## config.mk

```make
export PLATFORM = sky130hd
export DESIGN_NAME = afpl_top
export DESIGN_NICKNAME = d
export VERILOG_FILES = /design/src/hw/afpl_pkg.sv /design/src/hw/afpl_dc_if.sv /design/src/hw/afpl_sync.sv /design/src/hw/afpl_dc_det.sv /design/src/hw/afpl_top.sv
export VERILOG_INCLUDE_DIRS = /design/src /design/src/hw
export SDC_FILE = /design/constraint.sdc
export NUM_CORES = 1
export LEC_CHECK = 0
export ABC_CLOCK_PERIOD_IN_PS = 3690
export BUFFER_PORTS_ARGS = -buffer_cell sky130_fd_sc_hd__buf_2
export CAP_MARGIN = 20
export CORE_ASPECT_RATIO = 0.9
export CORE_UTILIZATION = 30
export CTS_CLUSTER_DIAMETER = 50
export CTS_CLUSTER_SIZE = 40
export DETAILED_ROUTE_END_ITERATION = 7
export GPL_ROUTABILITY_DRIVEN = 0
export GPL_TIMING_DRIVEN = 0
export PLACE_DENSITY_LB_ADDON = 0.3
export REMOVE_ABC_BUFFERS = 1
export SYNTH_ARGS = -nofsm -noshare
export SYNTH_HDL_FRONTEND = slang
export SYNTH_HIERARCHICAL = 1
export SYNTH_SLANG_ARGS = --single-unit
```

## constraint.sdc

```tcl
create_clock -name sys_clk -period 3.69 [get_ports sys_clk]
set_input_delay 0 -clock sys_clk [delete_from_list [all_inputs] [get_ports sys_clk]]
set_output_delay 0 -clock sys_clk [all_outputs]
set_load 0.02 [all_outputs]
```

## src/hw/afpl_defs.svh

```systemverilog
`ifndef AFPL_DEFS_SVH
`define AFPL_DEFS_SVH

// ****************************************
// Timing
// ****************************************
`define AFPL_CLK_MHZ        250
`define AFPL_STARTUP_MS     10
`define AFPL_DC_TIME_MS     420
`define AFPL_KHZ_PER_MHZ    1000

// ****************************************
// Register map (byte addresses)
// ****************************************
`define AFPL_OFF_CTRL       8'h00
`define AFPL_OFF_STATUS     8'h04

// CTRL fields
`define AFPL_CTRL_SHDN      0
`define AFPL_CTRL_CLR       1
`define AFPL_CTRL_RST       1'h0

// STATUS fields
`define AFPL_ST_OC          0
`define AFPL_ST_OT          1
`define AFPL_ST_DC          2
`define AFPL_ST_UV          3
`define AFPL_ST_OV          4
`define AFPL_ST_HIZ         5
`define AFPL_ST_RUN         6
`define AFPL_ST_LOWCUR      7
`define AFPL_ST_FAULT_N     8

// Synchroniser bit positions
`define AFPL_IN_OC          0
`define AFPL_IN_OT          1
`define AFPL_IN_UV          2
`define AFPL_IN_OV          3
`define AFPL_IN_SD_N        4
`define AFPL_IN_POS         5
`define AFPL_IN_NEG         7
`define AFPL_IN_W           9

`endif

```

## src/hw/afpl_pkg.sv

```systemverilog
package afpl_pkg;

  typedef enum logic [1:0] {
    AFPL_SHUT  = 2'b00,
    AFPL_START = 2'b01,
    AFPL_RUN   = 2'b10
  } afpl_state_e;

  typedef logic [1:0] afpl_resp_t;

  localparam afpl_resp_t AFPL_OKAY   = 2'h0;
  localparam afpl_resp_t AFPL_SLVERR = 2'h2;

endpackage

```

## src/hw/afpl_dc_if.sv

```systemverilog
`timescale 1ns/10ps
interface afpl_dc_if #(parameter int NCH = 2);
  logic           en;
  logic [NCH-1:0] pos;
  logic [NCH-1:0] neg;
  logic           hit;

  modport det (input en, input pos, input neg, output hit);
  modport ctl (output en, output pos, output neg, input hit);
endinterface

```

## src/hw/afpl_sync.sv

```systemverilog
`timescale 1ns/10ps
module afpl_sync #(
  parameter int W = 1
) (
  input  wire logic         sys_clk,
  input  wire logic         rstn,
  input  wire logic [W-1:0] d,
  output logic      [W-1:0] q
);
  logic [W-1:0] meta_q;

  // First stage is read only by the second stage
  always_ff @(posedge sys_clk or negedge rstn) begin
    if (!rstn) begin
      meta_q <= '0;
      q      <= '0;
    end else begin
      meta_q <= d;
      q      <= meta_q;
    end
  end
endmodule

```

## src/hw/afpl_dc_det.sv

```systemverilog
`timescale 1ns/10ps
module afpl_dc_det #(
  parameter int NCH = 2,
  parameter int CYC = 105000000,
  parameter int CW  = $clog2(CYC + 1)
) (
  input  wire logic sys_clk,
  input  wire logic rstn,
  afpl_dc_if.det    dc
);
  logic [NCH-1:0] hit_ch;

  // ****************************************
  // Per-channel same-polarity run counter
  // ****************************************
  genvar g;
  generate
    for (g = 0; g < NCH; g++) begin : g_ch
      logic [CW-1:0] cnt_q, cnt_d;
      logic          pol_q, pol_d;

      always_comb begin
        pol_d = pol_q;
        cnt_d = '0;
        if (dc.en && (dc.pos[g] ^ dc.neg[g])) begin
          pol_d = dc.pos[g];
          if (pol_q != dc.pos[g] || cnt_q == '0)
            cnt_d = CW'(1);
          else if (cnt_q == CW'(CYC))
            cnt_d = cnt_q;
          else
            cnt_d = cnt_q + CW'(1);
        end
      end

      always_ff @(posedge sys_clk or negedge rstn) begin
        if (!rstn) begin
          cnt_q <= '0;
          pol_q <= 1'b0;
        end else begin
          cnt_q <= cnt_d;
          pol_q <= pol_d;
        end
      end

      // Saturated and still same polarity: strictly longer than the limit [RL3]
      assign hit_ch[g] = (cnt_q == CW'(CYC)) && dc.en && (dc.pos[g] ^ dc.neg[g]) && (pol_q == dc.pos[g]);
    end
  endgenerate

  assign dc.hit = |hit_ch;
endmodule

```

## src/hw/afpl_top.sv

```systemverilog
// What this block does
// RL1: Overcurrent latches a fault, outputs go high impedance, fault output low.
// RL2: Die over 150 C shuts down, disables outputs, latched and reported low.
// RL3: Same-polarity duty above 60% for over 420 ms on either channel flags DC.
// RL4: DC fault latches, both outputs go high impedance, fault output low.
// RL5: Supply below 4.5 V holds outputs high impedance, no fault, self-recovers.
// RL6: Supply above 27 V holds outputs high impedance, no fault, self-recovers.
// RL7: Latched faults persist until shutdown input is low; low level clears them. Code also clears them on a CTRL clear-bit write.
// RL8: Fault output looped to shutdown input clears the latch automatically.
// RL9: Fault output low on any reportable error, otherwise high.
// RL10: Start-up lasts 10 ms before amplification begins.
// RL11: Host should hold shutdown low at power-up until inputs settle.
// RL12: System may drive mute from inverted fault output for high-impedance restarts.
// RL13: Shutdown low mutes outputs and enters low-current state; high runs normally.
// RL14: Once cleared and fault-free, fault output releases and start-up reruns.
`timescale 1ns/10ps
`include "afpl_defs.svh"
module afpl_top #(
  parameter int NCH         = 2,
  parameter int ADDR_W      = 8,
  parameter int STARTUP_CYC = `AFPL_STARTUP_MS * `AFPL_KHZ_PER_MHZ * `AFPL_CLK_MHZ,
  parameter int DC_CYC      = `AFPL_DC_TIME_MS * `AFPL_KHZ_PER_MHZ * `AFPL_CLK_MHZ
) (
  input  wire logic                 sys_clk,
  input  wire logic                 rstn,
  // Protection indications from the analog side
  input  wire logic                 overcurrent_det,
  input  wire logic                 overtemp_det,
  input  wire logic                 supply_under_det,
  input  wire logic                 supply_over_det,
  input  wire logic [NCH-1:0]       duty_over_pos,
  input  wire logic [NCH-1:0]       duty_over_neg,
  input  wire logic                 shutdown_in_n,
  // Power stage control
  output logic                      fault_flag_out_n,
  output logic                      outputs_hiz,
  output logic                      amp_run,
  output logic                      low_current,
  // AXI4-Lite slave
  input  wire logic [ADDR_W-1:0]    s_axi_awaddr,
  input  wire logic                 s_axi_awvalid,
  output logic                      s_axi_awready,
  input  wire logic [31:0]          s_axi_wdata,
  input  wire logic [3:0]           s_axi_wstrb,
  input  wire logic                 s_axi_wvalid,
  output logic                      s_axi_wready,
  output afpl_pkg::afpl_resp_t      s_axi_bresp,
  output logic                      s_axi_bvalid,
  input  wire logic                 s_axi_bready,
  input  wire logic [ADDR_W-1:0]    s_axi_araddr,
  input  wire logic                 s_axi_arvalid,
  output logic                      s_axi_arready,
  output logic [31:0]               s_axi_rdata,
  output afpl_pkg::afpl_resp_t      s_axi_rresp,
  output logic                      s_axi_rvalid,
  input  wire logic                 s_axi_rready
);
  import afpl_pkg::*;

  localparam int SCW = $clog2(STARTUP_CYC + 1);

  generate
    if (NCH != 2 || ADDR_W < 4 || ADDR_W > 8 || STARTUP_CYC < 1 || DC_CYC < 1) begin : g_bad
      $error("afpl_top: unsupported parameter values");
    end
  endgenerate

  // ****************************************
  // Input synchronisers
  // ****************************************
  logic [`AFPL_IN_W-1:0] raw;
  logic [`AFPL_IN_W-1:0] syn;

  assign raw = {duty_over_neg, duty_over_pos, shutdown_in_n,
                supply_over_det, supply_under_det, overtemp_det, overcurrent_det};

  afpl_sync #(
    .W (`AFPL_IN_W)
  ) u_sync (
    .sys_clk (sys_clk),
    .rstn    (rstn),
    .d       (raw),
    .q       (syn)
  );

  logic oc_evt;
  logic ot_evt;
  logic uv_lvl;
  logic ov_lvl;
  logic sd_low;

  assign oc_evt = syn[`AFPL_IN_OC];
  assign ot_evt = syn[`AFPL_IN_OT];
  assign uv_lvl = syn[`AFPL_IN_UV];
  assign ov_lvl = syn[`AFPL_IN_OV];
  // Reset value of the synchroniser reads as shutdown held low
  assign sd_low = !syn[`AFPL_IN_SD_N];

  // ****************************************
  // DC detection
  // ****************************************
  afpl_state_e st_q;
  afpl_state_e st_d;

  afpl_dc_if #(.NCH(NCH)) dc_bus ();

  // Duty is only meaningful while switching; idle time never accumulates
  assign dc_bus.en  = (st_q == AFPL_RUN);
  assign dc_bus.pos = syn[`AFPL_IN_POS +: NCH];
  assign dc_bus.neg = syn[`AFPL_IN_NEG +: NCH];

  afpl_dc_det #(
    .NCH (NCH),
    .CYC (DC_CYC)
  ) u_dc (
    .sys_clk (sys_clk),
    .rstn    (rstn),
    .dc      (dc_bus)
  );

  // ****************************************
  // Fault latches
  // ****************************************
  logic ctrl_shdn_q;
  logic ctrl_shdn_d;
  logic sw_clear;
  logic oc_q;
  logic oc_d;
  logic ot_q;
  logic ot_d;
  logic dc_q;
  logic dc_d;
  logic lat_clear;

  // A low shutdown level clears; a looped fault line does this by itself [RL7] [RL8]
  assign lat_clear = sd_low | sw_clear;

  always_comb begin
    // Set wins over clear, so a fault still present re-latches at once
    oc_d = oc_evt | (oc_q & !lat_clear);        // [RL1]
    ot_d = ot_evt | (ot_q & !lat_clear);        // [RL2]
    dc_d = dc_bus.hit | (dc_q & !lat_clear);    // [RL4]
  end

  always_ff @(posedge sys_clk or negedge rstn) begin
    if (!rstn) begin
      oc_q <= 1'b0;
      ot_q <= 1'b0;
      dc_q <= 1'b0;
    end else begin
      oc_q <= oc_d;
      ot_q <= ot_d;
      dc_q <= dc_d;
    end
  end

  // ****************************************
  // Power stage sequencer
  // ****************************************
  logic [SCW-1:0] su_cnt_q;
  logic [SCW-1:0] su_cnt_d;
  logic           stop;
  logic           supply_bad;
  logic           hiz_d;
  logic           run_d;
  logic           lowcur_d;
  logic           fault_n_d;

  // Supply faults only gate the stage; they are never latched [RL5] [RL6]
  assign supply_bad = uv_lvl | ov_lvl;
  assign stop       = sd_low | ctrl_shdn_q | supply_bad | oc_d | ot_d | dc_d;

  always_comb begin
    st_d     = st_q;
    su_cnt_d = su_cnt_q;
    unique case (st_q)
      AFPL_SHUT: begin
        su_cnt_d = '0;
        if (!stop)
          st_d = AFPL_START;                     // [RL14]
      end
      AFPL_START: begin
        if (stop) begin
          st_d = AFPL_SHUT;
        end else if (su_cnt_q == SCW'(STARTUP_CYC - 1)) begin
          st_d = AFPL_RUN;                       // [RL10]
        end else begin
          su_cnt_d = su_cnt_q + SCW'(1);
        end
      end
      AFPL_RUN: begin
        if (stop)
          st_d = AFPL_SHUT;
      end
      default: begin
        st_d = AFPL_SHUT;
      end
    endcase
    hiz_d     = (st_d != AFPL_RUN);              // [RL1] [RL2] [RL4] [RL5] [RL6]
    run_d     = (st_d == AFPL_RUN);
    lowcur_d  = sd_low | ctrl_shdn_q;            // [RL13]
    fault_n_d = !(oc_d | ot_d | dc_d);           // [RL9]
  end

  always_ff @(posedge sys_clk or negedge rstn) begin
    if (!rstn) begin
      st_q             <= AFPL_SHUT;
      su_cnt_q         <= '0;
      outputs_hiz      <= 1'b1;
      amp_run          <= 1'b0;
      low_current      <= 1'b1;
      fault_flag_out_n <= 1'b1;
    end else begin
      st_q             <= st_d;
      su_cnt_q         <= su_cnt_d;
      outputs_hiz      <= hiz_d;
      amp_run          <= run_d;
      low_current      <= lowcur_d;
      fault_flag_out_n <= fault_n_d;
    end
  end

  // ****************************************
  // AXI4-Lite write channel
  // ****************************************
  logic              aw_full_q;
  logic              aw_full_d;
  logic              w_full_q;
  logic              w_full_d;
  logic [ADDR_W-1:0] awaddr_q;
  logic [ADDR_W-1:0] awaddr_d;
  logic [31:0]       wdata_q;
  logic [31:0]       wdata_d;
  logic [3:0]        wstrb_q;
  logic [3:0]        wstrb_d;
  logic              wr_do;
  logic              wr_hit;
  logic              bvalid_d;
  afpl_resp_t        bresp_d;

  // Address and data are held separately so they may arrive in either order
  assign wr_do    = aw_full_q & w_full_q & !s_axi_bvalid;
  assign wr_hit   = (awaddr_q == ADDR_W'(`AFPL_OFF_CTRL)) || (awaddr_q == ADDR_W'(`AFPL_OFF_STATUS));
  assign sw_clear = wr_do && (awaddr_q == ADDR_W'(`AFPL_OFF_CTRL)) && wstrb_q[0] && wdata_q[`AFPL_CTRL_CLR];

  always_comb begin
    aw_full_d   = aw_full_q;
    w_full_d    = w_full_q;
    awaddr_d    = awaddr_q;
    wdata_d     = wdata_q;
    wstrb_d     = wstrb_q;
    bvalid_d    = s_axi_bvalid & !s_axi_bready;
    bresp_d     = s_axi_bresp;
    ctrl_shdn_d = ctrl_shdn_q;
    if (s_axi_awvalid && s_axi_awready) begin
      aw_full_d = 1'b1;
      awaddr_d  = s_axi_awaddr;
    end
    if (s_axi_wvalid && s_axi_wready) begin
      w_full_d = 1'b1;
      wdata_d  = s_axi_wdata;
      wstrb_d  = s_axi_wstrb;
    end
    if (wr_do) begin
      aw_full_d = 1'b0;
      w_full_d  = 1'b0;
      bvalid_d  = 1'b1;
      bresp_d   = wr_hit ? AFPL_OKAY : AFPL_SLVERR;
      if (awaddr_q == ADDR_W'(`AFPL_OFF_CTRL) && wstrb_q[0])
        ctrl_shdn_d = wdata_q[`AFPL_CTRL_SHDN];
    end
  end

  always_ff @(posedge sys_clk or negedge rstn) begin
    if (!rstn) begin
      aw_full_q     <= 1'b0;
      w_full_q      <= 1'b0;
      awaddr_q      <= '0;
      wdata_q       <= '0;
      wstrb_q       <= '0;
      s_axi_awready <= 1'b1;
      s_axi_wready  <= 1'b1;
      s_axi_bvalid  <= 1'b0;
      s_axi_bresp   <= AFPL_OKAY;
      ctrl_shdn_q   <= `AFPL_CTRL_RST;
    end else begin
      aw_full_q     <= aw_full_d;
      w_full_q      <= w_full_d;
      awaddr_q      <= awaddr_d;
      wdata_q       <= wdata_d;
      wstrb_q       <= wstrb_d;
      s_axi_awready <= !aw_full_d;
      s_axi_wready  <= !w_full_d;
      s_axi_bvalid  <= bvalid_d;
      s_axi_bresp   <= bresp_d;
      ctrl_shdn_q   <= ctrl_shdn_d;
    end
  end

  // ****************************************
  // AXI4-Lite read channel
  // ****************************************
  logic        arready_d;
  logic        rvalid_d;
  logic [31:0] rdata_d;
  afpl_resp_t  rresp_d;
  logic [31:0] status_w;
  logic [31:0] ctrl_w;

  always_comb begin
    status_w                   = '0;
    status_w[`AFPL_ST_OC]      = oc_q;
    status_w[`AFPL_ST_OT]      = ot_q;
    status_w[`AFPL_ST_DC]      = dc_q;
    status_w[`AFPL_ST_UV]      = uv_lvl;
    status_w[`AFPL_ST_OV]      = ov_lvl;
    status_w[`AFPL_ST_HIZ]     = outputs_hiz;
    status_w[`AFPL_ST_RUN]     = amp_run;
    status_w[`AFPL_ST_LOWCUR]  = low_current;
    status_w[`AFPL_ST_FAULT_N] = fault_flag_out_n;
    ctrl_w                     = '0;
    ctrl_w[`AFPL_CTRL_SHDN]    = ctrl_shdn_q;
  end

  always_comb begin
    arready_d = s_axi_arready;
    rvalid_d  = s_axi_rvalid;
    rdata_d   = s_axi_rdata;
    rresp_d   = s_axi_rresp;
    if (s_axi_rvalid && s_axi_rready) begin
      rvalid_d  = 1'b0;
      arready_d = 1'b1;
    end
    if (s_axi_arvalid && s_axi_arready) begin
      arready_d = 1'b0;
      rvalid_d  = 1'b1;
      if (s_axi_araddr == ADDR_W'(`AFPL_OFF_CTRL)) begin
        rdata_d = ctrl_w;
        rresp_d = AFPL_OKAY;
      end else if (s_axi_araddr == ADDR_W'(`AFPL_OFF_STATUS)) begin
        rdata_d = status_w;
        rresp_d = AFPL_OKAY;
      end else begin
        rdata_d = '0;
        rresp_d = AFPL_SLVERR;
      end
    end
  end

  always_ff @(posedge sys_clk or negedge rstn) begin
    if (!rstn) begin
      s_axi_arready <= 1'b1;
      s_axi_rvalid  <= 1'b0;
      s_axi_rdata   <= '0;
      s_axi_rresp   <= AFPL_OKAY;
    end else begin
      s_axi_arready <= arready_d;
      s_axi_rvalid  <= rvalid_d;
      s_axi_rdata   <= rdata_d;
      s_axi_rresp   <= rresp_d;
    end
  end

endmodule

```

==> results of run 1 <==
[routing by layer]
metal  share of wire [%]  global-route usage [%]  up-vias
met5                   0                       0        -
met4                 1.0                    4.40        0
met3                 3.8                    3.26       10
met2                  44                    20.8       95
met1                  51                    19.4     2482
li1                    -                       -     2472
[registers in the layout, indices dropped and copies added, names as in the netlist, 2 cells and up]
name,count
st_q,2
awaddr_q,8
u_sync/meta_q,9
u_dc/g_ch.cnt_q,54
s_axi_rdata,9
su_cnt_q,22
u_dc/g_ch.pol_q,2
wdata_q,2
u_sync/q,9
[cell type report]
| cell class | count | area, sq um |
|---|---|---|
| Clock inverter | 12 | 245 |
| Sequential cell | 135 | 3390 |
| Tap cell | 291 | 364 |
| Clock buffer | 20 | 447 |
| Multi-Input combinational cell | 469 | 3010 |
| Inverter | 22 | 82.6 |
| Timing Repair Buffer | 85 | 621 |
| Fill cell | 2128 | 13600 |
[through the flow]
| stage | cell area [sq um] | power, mW | util (%) | hold slack (ns) |
|---|---|---|---|---|
| 6_report | 8160 | 4.04 | 37.5 | 0.0357 |
| 3_3_place_gp | 7120 | 2.05 | 32.7 | 0.108 |
| 2_1_floorplan | 6480 | 1.90 | - | -0.296 |
| 5_1_grt | 8160 | 4.21 | 37.5 | 0.0438 |
| 4_1_cts | 8120 | 4.10 | 37.3 | 0.0216 |
| 3_5_place_dp | 7160 | 2.05 | 32.9 | -0.00473 |
[power groups by stage]
| stage | combinational, mW | sequential, mW | clock (mW) |
|---|---|---|---|
| finish | 0.351 | 1.70 | 2.00 |
| global route | 0.385 | 1.71 | 2.11 |
| CTS | 0.357 | 1.70 | 2.05 |
| detailed placement | 0.332 | 1.72 | 0 |
| global placement | 0.323 | 1.72 | 0 |
| floorplan | 0.180 | 1.72 | 0 |
[logic make-up after synthesis]
group	count (synthesis)	synth area share, %
other	1	0.0562
buffers and inverters	69	5.53
AND/OR/NAND/NOR	270	22.9
XOR/XNOR	50	6.56
multiplexers	16	2.64
AO/OA/AOI/OAI	103	10.7
flip-flops	135	50.7
adder cells (fa/ha/maj)	5	0.937
[synth_stat cells, types with 3 or more instances]
library cell / count
o21ai_0: 18
clkbuf_1: 15
buf_4: 28
buf_2: 3
nand3_1: 39
nand2b_1: 6
nand4_1: 24
nor4_1: 19
a22o_1: 8
nand3b_1: 6
nand2_1: 34
mux2i_1: 3
or4_1: 3
nor4_4: 3
mux2_2: 13
xor2_1: 33
dfrtp_1: 129
a31o_2: 4
a21o_1: 5
xnor2_1: 17
nor3_1: 15
ha_1: 5
and3_1: 13
inv_1: 22
a21boi_0: 4
nor4b_1: 6
a31oi_1: 23
dfstp_2: 6
nor2_1: 64
and2_1: 6
a41oi_1: 3
o21a_1: 4
a21oi_1: 17
and4_1: 10
or3_1: 5
nor3_2: 3
[timing repair]
item,4_1_cts,5_1_grt
endpoints found under the setup margin,0,1
endpoints found under the hold margin,77,0
buffers inserted,0,1
hold buffers,27,0
[critical path: stages, from the launching register on]
cell,delay [ns]
dfrtp_1,0.48
nor2b_1,0.65
inv_1,0.12
a21oi_1,0.29
nand3_1,0.30
nand2_1,0.24
or3_1,0.18
nor2_1,0.10
a31oi_1,0.49
nor3_1,0.11
o22a_2,0.24
[worst paths after layout]
check / from / to / slack (ns) / cells past startpoint
max reg2reg: st_q[1]$_DFF_PN0_ / su_cnt_q[2]$_DFFE_PN0P_ / 0.37 / 10
max: st_q[1]$_DFF_PN0_ / su_cnt_q[2]$_DFFE_PN0P_ / 0.37 / 10
min: s_axi_wvalid / s_axi_wready$_DFF_PN1_ / 0.04 / 3
min in group asynchronous: rstn / s_axi_rvalid$_DFFE_PN0P_ / 0.10 / 2
max in group asynchronous: rstn / u_dc/g_ch[0].cnt_q[7]$_DFFE_PN0P_ / 2.79 / 3
min reg2reg: u_sync/meta_q[6]$_DFF_PN0_ / u_sync/q[6]$_DFF_PN0_ / 0.35 / 0
==> impl_results.md, run 1 <==
* Status: completed
* Number of global-route vias before repair at 4852
* Seq/Total Area, Yosys at 50.7%
* Sw frac at ~23%
* Reg power frac at 41.9%
* Unrepaired setup endpoints after global routing: false
* Synth top area cells: dfrtp_1 48%, xor2_1 4.3%, nor2_1 3.6%
* DP HPWL at around 9800 um
* Post-Syn Area at 6680 sq um
* Crit path DAT at 3.63 ns
* Quantity of gates resized following cts at 0
* Share of cells above drive strength 1 at between 10% and 20%
* Clk Latency, worst-skew pair at 0.42 ns
* Die Span Y at 144 um
* Final min period at 3.32 ns
* Setup violations, final at 0
* Final worst slack at 0.373 ns
* Final hold vios at 0
* Asr flop ratio synth at 100%
* FMAX at between 300 and 400 MHz
* Initial DRT Pass Iterations at 4
* Htree depth at 4
* DRT iter0 DRCs at 405
* Die ar. at 22900 sq um
* Psw at 0.932 mW
* Diodes inserted at 0
* Worst Tran Pin Value at 0.960 ns
* Cell area power density at 496 nW/um^2
* Ys Warns at 6
* Synthesis-to-layout area growth at 22.2%
* # Max-Cap Violations at 0
* Cells after Synth at 649
* Grt ovf at 0
* Final cell count without fillers at 1034
* Most used DFF post-synth: dfrtp_1
* Initial antenna violation count at 0
* IO Port Bufs at 54
* Syn Area/Cell at 10.3 sq um
* Total GRT Usage at 13.8%
* Worst min path class: in2reg
* Number of synthesized flops with an enable pin at 0
* Core footprint at 21800 sq um
* Worst Setup End Kind: flop
* Fin nets at around 800
* Ports at 113
* Routed wire per std cell at 14.3 um
* Tcrit/Tclk final at around nine tenths
* Post-route ant nets at 0
* Post-Place Worst Slack at 0.247 ns
* Vias at around 5100
* Flops & latches, synth at 135
* Crit path max fanout at 8
* Die width at 159 um
* Crit path kind: reg2reg
* Setup TNS at 0 ns
* Comb power frac at 8.7%
* Internal at 3.11 mW
* Startpoint types: flop
* Commonest non-fill, non-tap cell in the layout: dfrtp_1
* CTS sink cnt at 135
* Slew margin rel. at between 30% and 40%
* Starting Density at 30.7%
* Clk_skew at roughly 0.0092 ns
* Pleak at 3.44 nW
* Clock power share at 49.4%
* CTS max path bufs at 2
* Vias per cell at 4.89
* First-pass GRT wire length at between 20000 and 30000 um
* DRC at 0
* Num CTS Buffers at 17
* Clock-pin slew on the worst setup and hold paths at 0.06 ns
* Slew Limit Fails at 0
* WL final at 14800 um
* Root Driver: clkbuf_16
* Post-Place Cells at 973
* Top-area cell type share of the netlist area at 48.3%
* Crit path required time at 4.00 ns
* Largest net degree at the start of global routing at 83
* Synth cell types at 62
* Most frequent cells in the layout: 129 x dfrtp_1, 64 x nor2_1, 53 x buf_2, 39 x nand3_1, 34 x nand2_1
* Max VDD drop at 0.323 mV
* Synth area leader: dfrtp_1
* CTS tree: done
* Row cnt at 51
(Power assumes the default switching activity.)
==> run 2, diff against run 1 <==
Settings changed: ABC_CLOCK_PERIOD_IN_PS 3690 to 4180.
Clock period 3.69 ns to 4.18 ns, I/O delays scaled along.
==> run 2 against run 1 <==
Combinational power decreased by 11%. First-iteration DRC count down 6.7%. Hold slack got worse by 0.0016 ns. Sequential share of layout area is 0.10 points higher. Final cell count hardly changed. Die area is the same. Worst setup slack better by 0.35 ns. Highest routed layer unchanged. Count of clock-buffer cells in the layout is the same. Maximum frequency shrank 4.0%. Utilization decreased by 0.092 points. Largest power group unchanged. Register-to-register slack gained 0.35 ns.
==> impl_results.md, run 2 (same netlist as run 1, synthesis figures left out) <==
* Slew margin rel. at a little over a third
* CTS sink cnt at 135
* DP HPWL at 9800 um
* Crit path required time at 4.44 ns
* Core footprint at 21800 sq um
* Share of cells above drive strength 1 at 17.5%
* Global routing's busiest layer: met2
* Commonest non-fill, non-tap cell in the layout: dfrtp_1
* Quantity of gates resized following cts at 0
* Crit path kind: reg2reg
* Die Span Y at 144 um
* Pleak at ~3.4 nW
* # Max-Cap Violations at 0
* Root Driver: clkbuf_16
* Clk Latency, worst-skew pair at 0.42 ns
* Cell area power density at 439 nW/um^2
* Final min period at 3.46 ns
* Total GRT Usage at 13.8%
* Fillcell total at 2130
* Routed wire per std cell at 14.2 um
* Largest net degree at the start of global routing at 83
* Unrepaired setup endpoints after global routing: false
* Worst Tran Pin Value at between 0.9 and 1 ns
* Htree depth at 4
* Met2 usage at 20.8%
* Synthesis-to-layout area growth at 21.9%
* Largest register FFs at 54
* DRC at 0
* Status: completed
* Num CTS Buffers at 17
* FMAX at 289 MHz
* Starting Density at 30.7%
* DRT iter0 DRCs at ~380
* Worst min path class: in2reg
* Crit path DAT at 3.71 ns
* First-pass GRT wire length at 25100 um
* Post-route ant nets at 0
* Slew Limit Fails at 0
* Final hold vios at 0
* Biggest register: u_dc/g_ch.cnt_q
* Most frequent cells in the layout: 129 x dfrtp_1, 64 x nor2_1, 53 x buf_2, 39 x nand3_1, 34 x nand2_1
* WL final at approximately 15000 um
* Diodes inserted at 0
* Grt ovf at 0
* Row cnt at 51
* CTS tree: done
* Die width at 159 um
* Max VDD drop at about 0.29 mV
* Dpl cell area at 7160 sq um
* Tcrit/Tclk final at 82.7%
* Worst Setup End Kind: flop
* Setup violations, final at 0
* M1 GR Usage at 19.4%
* Vias per cell at 4.89
* Met3 Use GR at approximately 3.3%
* Post-Place Worst Slack at roughly 0.74 ns
* Ports at 113
* Initial DRT Pass Iterations at 4
* Clock-pin slew on the worst setup and hold paths at ~0.06 ns
* IO Port Bufs at between 50 and 60
* Initial antenna violation count at 0
* Fin nets at 802
* Regs by FF count: u_dc/g_ch.cnt_q (54), su_cnt_q (22)
* Startpoint types: flop
* Setup TNS at 0 ns
* Crit path max fanout at 18
* CTS max path bufs at 2
* Final worst slack at 0.724 ns
* Clk_skew at 0.00856 ns
* Vias at around 5100
* Finished Cell Area at 8140 sq um
* Die ar. at ~23000 sq um
* Number of global-route vias before repair at 4852
* Fin Hold WS at 0.0341 ns
## run 2: changes by cell type in the layout (fill, tap and decap cells not counted), sizes merged
cell	before	now
buf	58	57
## run 2: worst paths after layout
check | start | to | slack [ns] | cells past startpoint
min reg2reg | u_sync/meta_q[6]$_DFF_PN0_ | u_sync/q[6]$_DFF_PN0_ | 0.35 | 0
min | s_axi_wvalid | s_axi_wready$_DFF_PN1_ | 0.03 | 3
max in group asynchronous | rstn | u_dc/g_ch[0].cnt_q[7]$_DFFE_PN0P_ | 3.28 | 3
max | u_dc/g_ch[1].cnt_q[0]$_DFFE_PN0P_ | su_cnt_q[20]$_DFFE_PN0P_ | 0.72 | 11
max reg2reg | u_dc/g_ch[1].cnt_q[0]$_DFFE_PN0P_ | su_cnt_q[20]$_DFFE_PN0P_ | 0.72 | 11
min in group asynchronous | rstn | s_axi_rvalid$_DFFE_PN0P_ | 0.10 | 2
## run 2: what timing repair did
item / in CTS / in global routing
hold endpoints to repair: 77 / 0
buffers inserted: 0 / 0
hold buffers: 27 / 0
## run 2: power breakdown
| group | switching [mW] | internal [mW] | total, mW |
|---|---|---|---|
| Sequential | 0.0814 | 1.42 | 1.50 |
| Combinational | 0.176 | 0.134 | 0.311 |
| Clock | 0.568 | 1.20 | 1.76 |
| Total | 0.825 | 2.75 | 3.57 |
## run 2: per-stage QoR
stage	power [mW]	utilization (%)	instances
after global placement	1.81	32.7	971
after detailed placement	1.81	32.9	973
after floorplan	1.67	-	626
after CTS	3.62	37.3	1032
after global routing	3.72	37.4	1033
final	3.57	37.4	1033
## run 2: worst max-delay path, stage by stage, from the launching register on
cell	delay, ns
dfrtp_1	0.45
inv_1	0.07
ha_1	0.19
nor4b_1	0.16
and4_1	0.19
nand3_1	0.24
nand2_1	0.19
or3_1	0.39
nor3_1	0.41
a311oi_2	0.13
nor3_4	0.66
a31oi_1	0.20
## run 2: cell type report
type                       instances  area [sq um]  area share (%)
inverter                          22          82.6            1.01
clock buffer                      20           447            5.49
multi-input combinational        469          3010            37.0
sequential                       135          3390            41.6
tap                              291           364            4.47
timing repair buffer              84           601            7.38
clock inverter                    12           245            3.01
## run 2: per-layer routing
layer	vias to the layer above	part of all wire (%)
met2	95	44
met5	-	0
li1	2469	-
met1	2476	51
met4	0	1.1
met3	12	3.2
==> run 3, diff against run 2 <==
Settings changed: ABC_CLOCK_PERIOD_IN_PS 4180 to 2800.
Clock period 4.18 ns to 2.8 ns, I/O delays scaled along.
==> run 3 against run 2 <==
First-iteration DRC count rose by 0.79%. Power is 50% higher. Register-to-register slack got worse by 0.67 ns. Non-clock buffer count up 12. Clock skew increased by 0.00054 ns. Combinational power rose by 50%. Maximum frequency increased by 26%. Worst setup slack lost 0.67 ns. Routed wire length rose by 2.0%. Global-route usage is 0.20 points higher. Via count rose by 2.0%. Sequential share of layout area fell by 0.99 points.
==> impl_results.md, run 3 (same netlist as run 1, synthesis figures left out) <==
* Status: completed
* Tcrit/Tclk final at a little under 100%
* Finished Cell Area at ~8300 sq um
* Crit path kind: reg2reg
* Crit path max fanout at 4
* Diodes inserted at 0
* DRC at 0
* CTS tree: done
* WL final at roughly 15000 um
* Root Driver: clkbuf_16
* Storage cell area at about 3400 sq um
* Row cnt at 51
* Vias per cell at 4.93
* Die Span Y at 144 um
* Slew margin rel. at 32.2%
* First-pass GRT wire length at 25400 um
* Fin nets at around 800
* Share of cells above drive strength 1 at 20.8%
* DRT iter0 DRCs at 381
* Grt ovf at 0
* Final min period at 2.75 ns
* Max VDD drop at 0.426 mV
* Multi-input logic area at 3120 sq um
* Clk Latency, worst-skew pair at 0.42 ns
* Final hold vios at 0
* Pleak at 3.50 nW
* Die ar. at about 23000 sq um
* Htree depth at 4
* Commonest non-fill, non-tap cell in the layout: dfrtp_1
* Num CTS Buffers at 17
* Vias at 5153
* Worst min path class: in2reg
* Worst Tran Pin Value at 1.01 ns
* Most frequent cells in the layout: 127 x dfrtp_1, 63 x nor2_1, 53 x buf_2, 38 x nand3_1
* Die width at 159 um
* Fillcell total at 2110
* Startpoint types: flop
* Final cell utilization of the core at about two fifths
* Synthesis-to-layout area growth at 24.9%
* Largest register FFs at 54
* Largest net degree at the start of global routing at 83
* Biggest register: u_dc/g_ch.cnt_q
* Ports at 113
* Dpl cell area at 7160 sq um
* Setup violations, final at 0
* FMAX at around 360 MHz
* IO Port Bufs at 54
* Crit path required time at ~3.1 ns
* Cell area power density at roughly 640 nW/um^2
* Post-route ant nets at 0
* Fin Hold WS at 0.0331 ns
* CTS max path bufs at 2
* # Max-Cap Violations at 0
* Crit path DAT at 3.05 ns
* Clk_skew at between 0.009 and 0.01 ns
* Clock-pin slew on the worst setup and hold paths at 0.06 ns
* Slew Limit Fails at 0
* Setup TNS at 0 ns
* Starting Density at 30.7%
* Initial antenna violation count at 0
* Regs by FF count: u_dc/g_ch.cnt_q (54), su_cnt_q (22)
* Routed wire per std cell at 14.4 um
* Initial DRT Pass Iterations at 5
* Core footprint at approximately 22000 sq um
* Worst Setup End Kind: flop
* DP HPWL at 9800 um
* Total GRT Usage at 14.0%
* CTS sink cnt at around 140
* Number of global-route vias before repair at 4891
run 3: what timing repair did:
action                                  CTS  global route
gates resized for setup                  16             6
pin swaps                                 2             4
hold endpoints to repair                 77             0
buffers inserted                          5             7
endpoints found under the setup margin   26            22
hold buffers                             27             0
run 3: area by class of cell:
| cell class | instances | area share [%] |
|---|---|---|
| well taps | 291 | 4.36 |
| flip-flops and latches | 135 | 40.6 |
| multi-input cells | 469 | 37.5 |
| repair buffers | 96 | 8.28 |
| clock inverters | 12 | 2.94 |
| clock buffers | 20 | 5.35 |
| inverters | 22 | 0.990 |
run 3: final timing paths:
| kind | from | end | slack, ns | cells past startpoint |
|---|---|---|---|---|
| max reg2reg | u_dc/g_ch[0].cnt_q[0]$_DFFE_PN0P_ | su_cnt_q[5]$_DFFE_PN0P_ | 0.05 | 11 |
| min in group asynchronous | rstn | s_axi_rvalid$_DFFE_PN0P_ | 0.10 | 2 |
| min reg2reg | u_sync/meta_q[6]$_DFF_PN0_ | u_sync/q[6]$_DFF_PN0_ | 0.35 | 0 |
| min | s_axi_wvalid | s_axi_wready$_DFF_PN1_ | 0.03 | 3 |
| max | u_dc/g_ch[0].cnt_q[0]$_DFFE_PN0P_ | su_cnt_q[5]$_DFFE_PN0P_ | 0.05 | 11 |
| max in group asynchronous | rstn | u_dc/g_ch[1].cnt_q[0]$_DFFE_PN0P_ | 1.90 | 3 |
run 3: stage by stage:
stage | worst slack, ns | instances | total power, mW
after CTS | 0.0118 | 1037 | 5.41
after global placement | -0.536 | 971 | 2.70
final | 0.0534 | 1045 | 5.34
after global routing | -0.0101 | 1045 | 5.56
after detailed placement | -0.643 | 973 | 2.71
after floorplan | 0.107 | 626 | 2.50
run 3: per-layer routing:
| metal | share of wire, % | vias up | global-route usage, % |
|---|---|---|---|
| li1 | - | 2488 | - |
| met1 | 50 | 2544 | 19.5 |
| met2 | 45 | 109 | 21.4 |
| met3 | 3.8 | 12 | 3.26 |
| met4 | 1.0 | 0 | 4.40 |
| met5 | 0 | - | 0 |
run 3: critical path, stage by stage, from the launching register on:
cell and delay (ns):
dfrtp_2 0.37, inv_1 0.06, ha_1 0.20, nor4b_2 0.17
and3_1 0.19, nand4_1 0.15, nand2_2 0.11, or3_4 0.38
nor2_4 0.19, a311oi_4 0.13, or3_4 0.39, o31a_1 0.29
run 3: power breakdown:
| group | switching (mW) | internal (mW) | total, mW |
|---|---|---|---|
| combinational | 0.266 | 0.201 | 0.467 |
| clock | 0.850 | 1.79 | 2.64 |
| sequential | 0.125 | 2.11 | 2.24 |
| total | 1.24 | 4.10 | 5.34 |
